[src/design/sbcu_pkg.sv]
// Constants, types and register map of the sixteen bit counter unit.
package sbcu_pkg;
    localparam int         ADDR_W = 4;
    // Byte locations on the CPU port.
    localparam logic [3:0] CTRL_A_OFS  = 4'h0;
    localparam logic [3:0] CTRL_B_OFS  = 4'h1;
    localparam logic [3:0] CNT_LO_OFS  = 4'h2;
    localparam logic [3:0] CNT_HI_OFS  = 4'h3;
    localparam logic [3:0] CMPA_LO_OFS = 4'h4;
    localparam logic [3:0] CMPA_HI_OFS = 4'h5;
    localparam logic [3:0] CMPB_LO_OFS = 4'h6;
    localparam logic [3:0] CMPB_HI_OFS = 4'h7;
    localparam logic [3:0] CAP_LO_OFS  = 4'h8;
    localparam logic [3:0] CAP_HI_OFS  = 4'h9;
    localparam logic [3:0] FLAG_OFS    = 4'hA;
    // Field positions.
    localparam int CTLA_WGM_LSB = 0;
    localparam int CTLB_CS_LSB  = 0;
    localparam int CTLB_WGM_LSB = 3;
    localparam int FLAG_OVF_BIT = 0;
    // Reset values.
    localparam logic [15:0] CNT_RST  = 16'h0000;
    localparam logic [7:0]  TEMP_RST = 8'h00;
    localparam logic [2:0]  CS_RST   = 3'h0;
    localparam logic [3:0]  WGM_RST  = 4'h0;
    localparam logic [15:0] REG_RST  = 16'h0000;
    // Count limits.
    localparam logic [15:0] CNT_MAX  = 16'hFFFF;
    localparam logic [15:0] TOP_8B   = 16'h00FF;
    localparam logic [15:0] TOP_9B   = 16'h01FF;
    localparam logic [15:0] TOP_10B  = 16'h03FF;
    // Prescaler tap masks for divide by 8, 64, 256 and 1024.
    localparam logic [9:0]  PRE_D8    = 10'h007;
    localparam logic [9:0]  PRE_D64   = 10'h03F;
    localparam logic [9:0]  PRE_D256  = 10'h0FF;
    localparam logic [9:0]  PRE_D1024 = 10'h3FF;
    typedef enum logic [1:0] {OVF_AT_MAX, OVF_AT_TOP, OVF_AT_BOTTOM} sbcu_ovf_t;
    typedef enum logic {DIR_UP, DIR_DOWN} sbcu_dir_t;
endpackage

[src/design/sbcu_ctl_if.sv]
// Control and tick signals shared by the counter core and its helpers.
interface sbcu_ctl_if;
    import sbcu_pkg::*;
    logic [2:0]  cs;          // Tick source select.
    logic        tick;        // Timer tick; held high for source one, held low for source zero, else a one cycle pulse.
    logic [3:0]  wgm;         // Waveform mode select.
    logic [15:0] cmp_a;       // Compare value A.
    logic [15:0] cap;         // Capture value.
    logic [15:0] top_val;     // Highest value of the sequence.
    logic        dual_slope;  // Counts up then down.
    logic        wrap_top;    // Clears after reaching top.
    sbcu_ovf_t   ovf_sel;     // Where overflow is flagged.
    modport tick_mp (input cs, output tick);
    modport mode_mp (input wgm, cmp_a, cap, output top_val, dual_slope, wrap_top, ovf_sel);
    modport core_mp (output cs, wgm, cmp_a, cap,
                     input tick, top_val, dual_slope, wrap_top, ovf_sel);
endinterface // sbcu_ctl_if

[src/design/sbcu_top.sv]
// Sixteen bit counter unit with its byte wide CPU port.
module sbcu_top
    import sbcu_pkg::*;
(
    input  wire logic              sys_clk,             // System clock.
    input  wire logic              rst,                 // Synchronous reset, active high.
    input  wire logic [ADDR_W-1:0] cpu_addr,            // Byte location address.
    input  wire logic              cpu_wr,              // Write strobe.
    input  wire logic              cpu_rd,              // Read strobe.
    input  wire logic [7:0]        cpu_wdata,           // Write data.
    output logic      [7:0]        cpu_rdata,           // Read data, next cycle.
    input  wire logic              ext_tick_pin,        // External tick pin.
    output logic                   count_overflow_flag, // Sticky overflow flag.
    output logic                   cnt_at_top,          // Count equals top.
    output logic                   cnt_at_bottom        // Count equals zero.
);
    sbcu_ctl_if ctl ();

    logic [2:0]  tick_source_select_reg;
    logic [3:0]  waveform_mode_select_reg;
    logic [7:0]  temp_reg;
    logic [15:0] timer_count_value_reg;
    logic [15:0] timer_count_value_next;
    sbcu_dir_t   dir_reg;
    sbcu_dir_t   dir_next;
    logic [15:0] cmp_a_reg;
    logic [15:0] cmp_b_reg;
    logic [15:0] capture_value_reg;
    logic        ovf_reg;
    logic        ovf_set;
    logic [7:0]  rdata_reg;
    logic        at_top_reg;
    logic        at_bot_reg;

    logic wr_ctl_a;
    logic wr_ctl_b;
    logic wr_cnt_lo;
    logic wr_cmpa_lo;
    logic wr_cmpb_lo;
    logic wr_cap_lo;
    logic wr_any_hi;
    logic wr_flag;
    logic rd_cnt_lo;
    logic rd_cap_lo;

    sbcu_tick_gen u_tick (
        .sys_clk      (sys_clk),
        .rst          (rst),
        .ext_tick_pin (ext_tick_pin),
        .ctl          (ctl.tick_mp)
    );

    sbcu_mode_dec u_mode (
        .ctl (ctl.mode_mp)
    );

    // Settings and limit values handed to the helpers.
    assign ctl.cs    = tick_source_select_reg;
    assign ctl.wgm   = waveform_mode_select_reg;
    assign ctl.cmp_a = cmp_a_reg;
    assign ctl.cap   = capture_value_reg;

    // Address decode of the byte locations.
    assign wr_ctl_a   = cpu_wr && (cpu_addr == CTRL_A_OFS);
    assign wr_ctl_b   = cpu_wr && (cpu_addr == CTRL_B_OFS);
    assign wr_cnt_lo  = cpu_wr && (cpu_addr == CNT_LO_OFS);
    assign wr_cmpa_lo = cpu_wr && (cpu_addr == CMPA_LO_OFS);
    assign wr_cmpb_lo = cpu_wr && (cpu_addr == CMPB_LO_OFS);
    assign wr_cap_lo  = cpu_wr && (cpu_addr == CAP_LO_OFS);
    assign wr_flag    = cpu_wr && (cpu_addr == FLAG_OFS);
    assign wr_any_hi  = cpu_wr && ((cpu_addr == CNT_HI_OFS) || (cpu_addr == CMPA_HI_OFS)
                        || (cpu_addr == CMPB_HI_OFS) || (cpu_addr == CAP_HI_OFS));
    assign rd_cnt_lo  = cpu_rd && (cpu_addr == CNT_LO_OFS);
    assign rd_cap_lo  = cpu_rd && (cpu_addr == CAP_LO_OFS);

    // Tick source and waveform mode fields, both zero after reset.
    always_ff @(posedge sys_clk) begin
        if (rst) begin
            tick_source_select_reg   <= CS_RST;
            waveform_mode_select_reg <= WGM_RST;
        end else begin
            if (wr_ctl_a) begin
                waveform_mode_select_reg[1:0] <= cpu_wdata[CTLA_WGM_LSB +: 2];
            end
            if (wr_ctl_b) begin
                waveform_mode_select_reg[3:2] <= cpu_wdata[CTLB_WGM_LSB +: 2];
                tick_source_select_reg        <= cpu_wdata[CTLB_CS_LSB +: 3];
            end
        end
    end

    // One holding latch for all wide registers; a low write leaves it alone.
    always_ff @(posedge sys_clk) begin
        if (rst) begin
            temp_reg <= TEMP_RST;
        end else if (wr_any_hi) begin
            temp_reg <= cpu_wdata;
        end else if (rd_cnt_lo) begin
            temp_reg <= timer_count_value_reg[15:8];
        end else if (rd_cap_lo) begin
            temp_reg <= capture_value_reg[15:8];
        end
    end

    // Next count: a CPU write wins, otherwise a tick steps per sequence.
    always_comb begin
        timer_count_value_next = timer_count_value_reg;
        dir_next               = dir_reg;
        ovf_set                = 1'b0;
        if (wr_cnt_lo) begin
            timer_count_value_next = {temp_reg, cpu_wdata};
        end else if (ctl.tick) begin
            if (ctl.dual_slope) begin
                case (dir_reg)
                    DIR_UP: begin
                        if (timer_count_value_reg >= ctl.top_val) begin
                            timer_count_value_next = timer_count_value_reg - 16'h0001;
                            dir_next               = DIR_DOWN;
                        end else begin
                            timer_count_value_next = timer_count_value_reg + 16'h0001;
                        end
                    end
                    DIR_DOWN: begin
                        if (timer_count_value_reg == CNT_RST) begin
                            timer_count_value_next = timer_count_value_reg + 16'h0001;
                            dir_next               = DIR_UP;
                        end else begin
                            timer_count_value_next = timer_count_value_reg - 16'h0001;
                        end
                    end
                    default: dir_next = DIR_UP;
                endcase
            end else if (ctl.wrap_top && (timer_count_value_reg == ctl.top_val)) begin
                timer_count_value_next = CNT_RST;
            end else begin
                timer_count_value_next = timer_count_value_reg + 16'h0001;
            end
            case (ctl.ovf_sel)
                OVF_AT_MAX:    ovf_set = timer_count_value_reg == CNT_MAX;
                OVF_AT_TOP:    ovf_set = timer_count_value_reg == ctl.top_val;
                OVF_AT_BOTTOM: ovf_set = (dir_reg == DIR_DOWN)
                                         && (timer_count_value_next == CNT_RST);
                default:       ovf_set = 1'b0;
            endcase
        end
    end

    // Counter and slope direction.
    always_ff @(posedge sys_clk) begin
        if (rst) begin
            timer_count_value_reg <= CNT_RST;
            dir_reg               <= DIR_UP;
        end else begin
            timer_count_value_reg <= timer_count_value_next;
            dir_reg               <= dir_next;
        end
    end

    // Compare and capture registers load as a whole on the low byte write.
    always_ff @(posedge sys_clk) begin
        if (rst) begin
            cmp_a_reg         <= REG_RST;
            cmp_b_reg         <= REG_RST;
            capture_value_reg <= REG_RST;
        end else begin
            if (wr_cmpa_lo) cmp_a_reg <= {temp_reg, cpu_wdata};
            if (wr_cmpb_lo) cmp_b_reg <= {temp_reg, cpu_wdata};
            if (wr_cap_lo) capture_value_reg <= {temp_reg, cpu_wdata};
        end
    end

    // Overflow flag; a set in the clearing cycle wins.
    always_ff @(posedge sys_clk) begin
        if (rst) begin
            ovf_reg <= 1'b0;
        end else if (ovf_set) begin
            ovf_reg <= 1'b1;
        end else if (wr_flag && cpu_wdata[FLAG_OVF_BIT]) begin
            ovf_reg <= 1'b0;
        end
    end

    // Top and bottom indications follow the count register.
    always_ff @(posedge sys_clk) begin
        if (rst) begin
            at_top_reg <= 1'b0;
            at_bot_reg <= 1'b1;
        end else begin
            at_top_reg <= timer_count_value_next == ctl.top_val;
            at_bot_reg <= timer_count_value_next == CNT_RST;
        end
    end

    // Read data is registered and holds until the next read.
    always_ff @(posedge sys_clk) begin
        if (rst) begin
            rdata_reg <= 8'h00;
        end else if (cpu_rd) begin
            case (cpu_addr)
                CTRL_A_OFS:  rdata_reg <= {6'h00, waveform_mode_select_reg[1:0]};
                CTRL_B_OFS:  rdata_reg <= {3'h0, waveform_mode_select_reg[3:2],
                                           tick_source_select_reg};
                CNT_LO_OFS:  rdata_reg <= timer_count_value_reg[7:0];
                CNT_HI_OFS:  rdata_reg <= temp_reg;
                CMPA_LO_OFS: rdata_reg <= cmp_a_reg[7:0];
                CMPA_HI_OFS: rdata_reg <= cmp_a_reg[15:8];
                CMPB_LO_OFS: rdata_reg <= cmp_b_reg[7:0];
                CMPB_HI_OFS: rdata_reg <= cmp_b_reg[15:8];
                CAP_LO_OFS:  rdata_reg <= capture_value_reg[7:0];
                CAP_HI_OFS:  rdata_reg <= temp_reg;
                FLAG_OFS:    rdata_reg <= {7'h00, ovf_reg};
                default:     rdata_reg <= 8'h00;
            endcase
        end
    end

    assign cpu_rdata           = rdata_reg;
    assign count_overflow_flag = ovf_reg;
    assign cnt_at_top          = at_top_reg;
    assign cnt_at_bottom       = at_bot_reg;
endmodule // sbcu_top

[src/design/sbcu_tick_gen.sv]
// Tick source selection from the prescaler or the external pin.
module sbcu_tick_gen
    import sbcu_pkg::*;
(
    input wire logic    sys_clk,      // System clock.
    input wire logic    rst,          // Synchronous reset, active high.
    input wire logic    ext_tick_pin, // External tick pin.
    sbcu_ctl_if.tick_mp ctl           // Tick source select in, tick out.
);
    logic [9:0] pre_reg;
    logic [2:0] pin_sync_reg;

    // Free running prescaler.
    always_ff @(posedge sys_clk) begin
        if (rst) pre_reg <= 10'h000;
        else pre_reg <= pre_reg + 10'h001;
    end

    // Two stage synchroniser plus one stage for edge detection.
    always_ff @(posedge sys_clk) begin
        if (rst) pin_sync_reg <= 3'h0;
        else pin_sync_reg <= {pin_sync_reg[1:0], ext_tick_pin};
    end

    // Source zero yields no tick at all, which stops the counter.
    always_comb begin
        case (ctl.cs)
            3'h1:    ctl.tick = 1'b1;
            3'h2:    ctl.tick = (pre_reg & PRE_D8) == PRE_D8;
            3'h3:    ctl.tick = (pre_reg & PRE_D64) == PRE_D64;
            3'h4:    ctl.tick = (pre_reg & PRE_D256) == PRE_D256;
            3'h5:    ctl.tick = pre_reg == PRE_D1024;
            3'h6:    ctl.tick = pin_sync_reg[2] && !pin_sync_reg[1];
            3'h7:    ctl.tick = !pin_sync_reg[2] && pin_sync_reg[1];
            default: ctl.tick = 1'b0;
        endcase
    end
endmodule // sbcu_tick_gen

[src/design/sbcu_mode_dec.sv]
// Decode of the waveform mode into top value and count sequence.
module sbcu_mode_dec
    import sbcu_pkg::*;
(
    sbcu_ctl_if.mode_mp ctl // Mode and limit values in, sequence out.
);
    // Each mode selects a top, a slope and the overflow point.
    always_comb begin
        ctl.top_val    = CNT_MAX;
        ctl.dual_slope = 1'b0;
        ctl.wrap_top   = 1'b0;
        ctl.ovf_sel    = OVF_AT_MAX;
        case (ctl.wgm)
            4'h1, 4'h2, 4'h3: begin
                ctl.dual_slope = 1'b1;
                ctl.ovf_sel    = OVF_AT_BOTTOM;
            end
            4'h4, 4'hC: ctl.wrap_top = 1'b1;
            4'h5, 4'h6, 4'h7, 4'hE, 4'hF: begin
                ctl.wrap_top = 1'b1;
                ctl.ovf_sel  = OVF_AT_TOP;
            end
            4'h8, 4'h9, 4'hA, 4'hB: begin
                ctl.dual_slope = 1'b1;
                ctl.ovf_sel    = OVF_AT_BOTTOM;
            end
            default: ctl.ovf_sel = OVF_AT_MAX;
        endcase
        case (ctl.wgm)
            4'h1, 4'h5:                ctl.top_val = TOP_8B;
            4'h2, 4'h6:                ctl.top_val = TOP_9B;
            4'h3, 4'h7:                ctl.top_val = TOP_10B;
            4'h4, 4'h9, 4'hB, 4'hF:    ctl.top_val = ctl.cmp_a;
            4'h8, 4'hA, 4'hC, 4'hE:    ctl.top_val = ctl.cap;
            default:                   ctl.top_val = CNT_MAX;
        endcase
    end
endmodule // sbcu_mode_dec

[config.mk]
export PLATFORM = sky130hd
export DESIGN_NAME = sbcu_top
export DESIGN_NICKNAME = d
export VERILOG_FILES = /design/src/design/sbcu_pkg.sv /design/src/design/sbcu_ctl_if.sv /design/src/design/sbcu_top.sv /design/src/design/sbcu_tick_gen.sv /design/src/design/sbcu_mode_dec.sv
export SDC_FILE = /design/constraint.sdc
export NUM_CORES = 1
export LEC_CHECK = 0
export BUFFER_PORTS_ARGS = -buffer_cell sky130_fd_sc_hd__buf_4
export CORE_MARGIN = 2
export CORE_UTILIZATION = 60
export CTS_BUF_LIST = sky130_fd_sc_hd__clkbuf_8
export DETAILED_ROUTE_END_ITERATION = 8
export GPL_ROUTABILITY_DRIVEN = 0
export PLACE_DENSITY = 0.78
export SYNTH_ARGS = -nofsm -noshare
export SYNTH_HDL_FRONTEND = slang
export SYNTH_SLANG_ARGS = --single-unit
[constraint.sdc]
create_clock -name sys_clk -period 6.6 [get_ports sys_clk]
set_input_delay 0.33 -clock sys_clk [delete_from_list [all_inputs] [get_ports sys_clk]]
set_output_delay 0.33 -clock sys_clk [all_outputs]
set_load 0.02 [all_outputs]
Yosys cells after proc, flatten, opt, wreduce, memory -nomap -nowiden
Cells that the tools add are included.
- $add $sub $neg: 3
- order comparisons: 1
- equal/unequal tests: 40
- multiplexer cells: 26
- bitwise operators: 2
- reductions and logical operators: 37
- operators with widths (operator ; count):
    $mux 16 ; 8
    $pmux 16 s5 ; 1
    $pmux 8 s10 ; 1
    $logic_not 16->1 ; 3
    $eq 4x4->1 const B ; 10
    $eq 16x16->1 ; 2
    $eq 4x3->1 const B ; 8
    $pmux 16 s2 ; 1
    $mux 8 ; 3
    $add 16x1->16 const B ; 1
    $eq 16x16->1 const B ; 1
    $eq 4x2->1 const B ; 4
    $ge 16x16->1 ; 1
    $sub 16x1->16 const B ; 1
    $eq 3x3->1 const B ; 5
    $logic_and 1x1->1 ; 15
    $reduce_or 7->1 ; 2
    $add 10x1->10 const B ; 1
    $eq 10x10->1 const B ; 1
    $eq 4x1->1 const B ; 2
    $eq 8x8->1 const B ; 1
    $mux 1 ; 8
    $reduce_or 2->1 ; 4
    $reduce_or 4->1 ; 2
    other kinds (18) ; 23
- bits in registers: 104
- input bits: 17
- logic and storage cells: 124

Logic depth before layout (Yosys ltp)
- depth after elaboration: 15
- mapped depth: 19

Modules after synthesis
From an unflattened synthesis, not the netlist that was laid out.
- cells, all modules: 1008
- area total of the unflattened synthesis: 7358.3 um^2
- modules (own cells, without submodules) (module ; instances ; cells each ; area an instance (um^2) ; sequential area each (um^2)):
    sbcu_top ; 1 ; 868 ; 6274.8 ; 1821.7
    sbcu_tick_gen ; 1 ; 59 ; 554.3 ; 260.2
    sbcu_mode_dec ; 1 ; 81 ; 529.3 ; 0.0

Least setup slack after synthesis
Ideal clock, no wire load.
- path type: reg-to-reg
- from: register waveform_mode_select_reg[3] (netlist: ctl.wgm[3])
- to: register at_bot_reg (netlist: cnt_at_bottom)
- library setup time: 0.116 ns
- arrival time: 3.991 ns
- setup slack: 2.493 ns
- stages on the path, launching flop included: 19
- period minus slack after synthesis: 4.107 ns
- path through: dfxtp_1 > clkbuf_1 > or3_1 > clkbuf_1 > nand3b_1 > a22o_1 > inv_1 > ha_1 > nand4_1 > or2_1 > a211o_1 > and4_1 > clkbuf_1 > nor4_1 > o2111a_1 > a211oi_1 > or2_2 > and3_1 > a41o_1
- word-level cells in the longest chain between the ends: 12
- elaborated cells between the ends (all ways): 36
- classes of those cells: 1 x order compare; 15 x eq/ne; 11 x mux; 9 x reduce/logical
- RTL lines (what ; RTL line ; text):
    from (decl) ; sbcu_top.sv:20 ; logic [3:0] waveform_mode_select_reg;
    from (signal assigned) ; sbcu_top.sv:86 ; waveform_mode_select_reg[3:2] <= cpu_wdata[CTLB_WGM_LSB +: 2];
    $eq 4x4->1, or another cell as far along ; sbcu_mode_dec.sv:13, sbcu_mode_dec.sv:29 ;
    $reduce_or 4->1 or $reduce_or 2->1 (tied branches) ; sbcu_mode_dec.sv:29 ; case (ctl.wgm)
    $pmux 16 s5 ; sbcu_mode_dec.sv:29 ;
    $ge 16x16->1 or $eq 16x16->1 (tied branches) ; sbcu_top.sv:116, sbcu_top.sv:133 ;
    $mux 16 or $logic_and 1x1->1 (tied branches) ; sbcu_top.sv:116, sbcu_top.sv:133 ;
    $pmux 16 s2 or $mux 16 (tied branches) ; sbcu_top.sv:114, sbcu_top.sv:133 ;
    $mux 16 * ; sbcu_top.sv:113 ; if (ctl.dual_slope) begin
    $mux 16 * ; sbcu_top.sv:112 ; end else if (ctl.tick) begin
    $mux 16 * ; sbcu_top.sv:110 ; if (wr_cnt_lo) begin
    $mux 16 * ; sbcu_top.sv:112 ;
    $mux 16 * ; sbcu_top.sv:110 ;
    $logic_not 16->1 * ; sbcu_top.sv:190 ; at_bot_reg <= timer_count_value_next == CNT_RST;
    to (signal assigned) ; sbcu_top.sv:187 ; at_bot_reg <= 1'b1;
    to (signal assigned) ; sbcu_top.sv:190 ;
    to (decl) ; sbcu_top.sv:33 ; logic at_bot_reg;
Mark *: on every way between the ends. The rest lies on a longest branch, timed or not. The select of a mux whose other input is x is not followed.
A chain may end at the register's enable or synchronous reset.

Final worst setup path
- from: register waveform_mode_select_reg[0] (netlist: ctl.wgm[0])
- to: register at_bot_reg (netlist: cnt_at_bottom)
The elaborated chain is that of the path after synthesis.

==> summary.md <==
| Metric | Value |
|---|---|
| Outcome | finished clean |
| Row Count | 40 |
| Tot GR Track Use | a little under two fifths |
| Worst-path fanout max | 21 |
| Post-place setup slack | 1.613 ns |
| Global-route wire length before repair | 38.64 mm |
| H-tree Lvls | 3 |
| Worst path buffer plus inverter count | 1 |
| Syn Std Cell Area | roughly 7400 um2 |
| CTS tree | built |
| FILL cells | approximately 1,100 |
| Post-synth net total | roughly 1,100 |
| Post-Syn Instances | around 1,000 |
| Ys flop type | dfxtp_1 |
| Post-DP HPWL | about 17 mm |
| Largest net degree at the start of global routing | 106 |
| Maximum vdd ir drop | between 0.1 and 0.15 mV |
| Avg Cell Area, Syn | slightly above 7 um2 |
| CTS Hold Buffers Added | 0 |
| Maximum clock path buffer count | 2 |
| Starting density of the core | between 60% and 70% |
| Worst clock skew | 0.01523 ns |
| Clk root buf | clkbuf_8 |
| Clock Latency Late Sink | about 0.41 ns |
| Critical path depth in cells | 15 |
| Final setup viols | 0 |
| Sequential-to-total area share from yosys stat | 28.07% |
| DIE HEIGHT | around 120 um |
| DRC marker count from the first detailed-route iteration | 1,224 |
| I/O Buffers | 27 |
| Synth Register Bits | about 100 |
| # Max-Cap Violations | 0 |
| Worst setup margin | 1.458 ns |
| IO Count | 28 |
| Unique masters post-synth | 73 |
| Area leader, netlist | dfxtp_1 |
| Setup_tns | 0 ns |
| Critical Path Max Stage Delay | ~0.58 ns |
| Crit path arrival time | between 5 and 6 ns |
| Vias/cell | 6.641 |
| Worst Hold Path Cells | 2 |
| Largest delay share family, worst path | simple AND/OR/NAND/NOR gates |
| # nets final | approximately 1,100 |
| Cell at the slowest stage of the critical path | nor3_1 |
| Post-CTS sizing | 0 |
| Post-route insts no fill | ~1,200 |
| Post-Place Cells | between 1,000 and 1,500 |
| Chip Width | roughly 120 um |
| DRC violations left | 0 |
| Power density over the cells | 163.1 nW/um2 |
| Clk slew on worst S/H paths | 0.11 ns |
| # Post-CTS Setup Buffers | 0 |
| Leakage power | 2.857 nW |
| Util after Layout | around two thirds |
| RR Endpoint | cnt_at_bottom$_SDFF_PP1_ |
| Reg2reg path depth | 15 |
| Vias in the first global route | 6,946 |
| Clk sinks | 104 |
| CP Capture Type | register |
| Remaining antenna violation count | 0 |
| Post-synth EDFFs | 0 |
| CP cell instances | nor3_1 > a21o_1 > a22o_1 > inv_1 > ha_1 > nand4_1 > nor4_2 > nand2_1 > o21a_1 > nor2_1 > mux2_2 > o21ai_0 > a2111o_1 > nor4_1 > a41o_1 |
| Tightest Hold Check Type | in -> reg |
| CP Capture Point | cnt_at_bottom$_SDFF_PP1_ |
| Area of the multi-input gates | ~5000 um2 |
| Crit Path Category | reg -> reg |
| Post-Route WL | 24.60 mm |
| RSZ-0062 raised after global routing | no |
| Ranking of synthesized cells by area | dfxtp_1 28%, nand2_1 9.8%, a21oi_1 7.6% |
| Origin of the critical flop-to-flop path | ctl.wgm[0]$_SDFFE_PP0P_ |
| Slew Viols, Final | 0 |
| WP data required | ~7 ns |
| Worst-Margin Slew | between 1 and 1.5 ns |
| Crit. Startpoint | ctl.wgm[0]$_SDFFE_PP0P_ |
| WL/cell | 20.69 um |
| Layout cells sized above 1 | 7.444% |
| Core box area | 12,060 um2 |
| R2R Setup Slk | roughly 1.5 ns |
| Via count | approximately 8,000 |
| First drt pass iteration count | 5 |
| FF/Latch Area | between 2000 and 2500 um2 |
| Synth top area share | between 20% and 30% |
| Period utilization | around 78% |
| GRT overflow | 0 |
| CTS Buf Count | 9 |
| Tmin final | about 5 ns |
| Total power | ~1.3 mW |
| Initial antenna violation count | 0 |
| Final-report hold violation count | 0 |
| # diodes | 0 |
| Worst slew margin | 24.83% |
| Asr flop ratio synth | 0% |
| Synthesis Warnings | 0 |
| Achievable frequency | 194.5 MHz |
| Setup crit start kind | register |
| Area Growth Syn to Fin | 5.212% |
| Die ar. | 13,270 um2 |
==> power breakdown <==
| part | switching, mW | internal [mW] | total (mW) | leakage (nW) |
|---|---|---|---|---|
| clock network | 0.258 | 0.146 | 0.403 | 0.0920 |
| logic | 0.133 | 0.0738 | 0.207 | 1.92 |
| registers | 0.0247 | 0.638 | 0.663 | 0.841 |
==> per-layer routing <==
metal / global-route usage (%) / up-vias / routed length [um]
met5: 0 / - / 0
met4: 16.55 / 0 / 1215
met3: 8.224 / 105 / 2865
met2: 56.51 / 534 / 10660
met1: 51.40 / 3553 / 9858
li1: - / 3704 / -
==> how the worst min path moves through the flow <==
stage | to | from | slack (ns)
after floorplan | u_tick.pin_sync_reg[1]$_SDFF_PP0_ | u_tick.pin_sync_reg[0]$_SDFF_PP0_ | 0.41
after global placement | u_tick.pin_sync_reg[1]$_SDFF_PP0_ | u_tick.pin_sync_reg[0]$_SDFF_PP0_ | 0.43
after detailed placement | u_tick.pin_sync_reg[1]$_SDFF_PP0_ | u_tick.pin_sync_reg[0]$_SDFF_PP0_ | 0.43
after CTS | u_tick.pin_sync_reg[0]$_SDFF_PP0_ | ext_tick_pin | 0.13
after global routing | u_tick.pin_sync_reg[0]$_SDFF_PP0_ | ext_tick_pin | 0.13
final | u_tick.pin_sync_reg[0]$_SDFF_PP0_ | ext_tick_pin | 0.14
==> synth_stat cells (15+ instances only) <==
cell        n
nand2_1   193
a21oi_1   113
dfxtp_1   104
nor2_1     89
clkbuf_1   67
o21ai_0    42
nand3_1    34
nor3_1     27
nor2b_1    25
mux2i_1    23
ha_1       21
inv_1      21
xnor2_1    18
and3_1     17
a211oi_1   15
xor2_1     15
==> layout make-up <==
type | instances | area share (%)
sequential | 104 | 26.68
multi-input combinational | 843 | 63.60
inverter | 21 | 1.010
timing repair buffer | 37 | 3.559
clock inverter | 7 | 0.8658
tap | 168 | 2.694
clock buffer | 9 | 1.587
==> logic make-up (layout without fill, tap and decap cells) <==
| family | count (synthesis) | after routing | share of synthesized area (%) |
|---|---|---|---|
| flops | 104 | 104 | 28.07 |
| compound gates | 280 | 280 | 24.53 |
| fa+ha+maj | 21 | 21 | 3.542 |
| xor+xnor | 33 | 33 | 3.897 |
| mux | 27 | 27 | 3.711 |
| buf+inv | 98 | 74 | 5.094 |
| simple gates | 482 | 482 | 31.16 |
==> placed cells by master, fill, tap and decap left out, types with 10 or more instances in the layout <==
cell type,instances
nand2_1,193
a21oi_1,113
dfxtp_1,104
nor2_1,89
o21ai_0,42
buf_4,37
nand3_1,34
nor3_1,27
nor2b_1,25
mux2i_1,23
inv_1,21
ha_1,21
xnor2_1,18
and3_1,17
a211oi_1,15
xor2_1,15
o22ai_1,14
nand4_1,14
nor4_1,12
and2_1,11
nand2b_1,10
==> per-stage QoR <==
| stage | instance area, um2 | hold WS (ns) |
|---|---|---|
| global placement | 7612 | 0.4284 |
| CTS | 7804 | 0.1325 |
| global route | 7804 | 0.1288 |
| detailed placement | 7612 | 0.4256 |
| finish | 7804 | 0.1393 |
| floorplan | 7417 | 0.4138 |
Note: power is estimated with default switching activity, not from simulation.
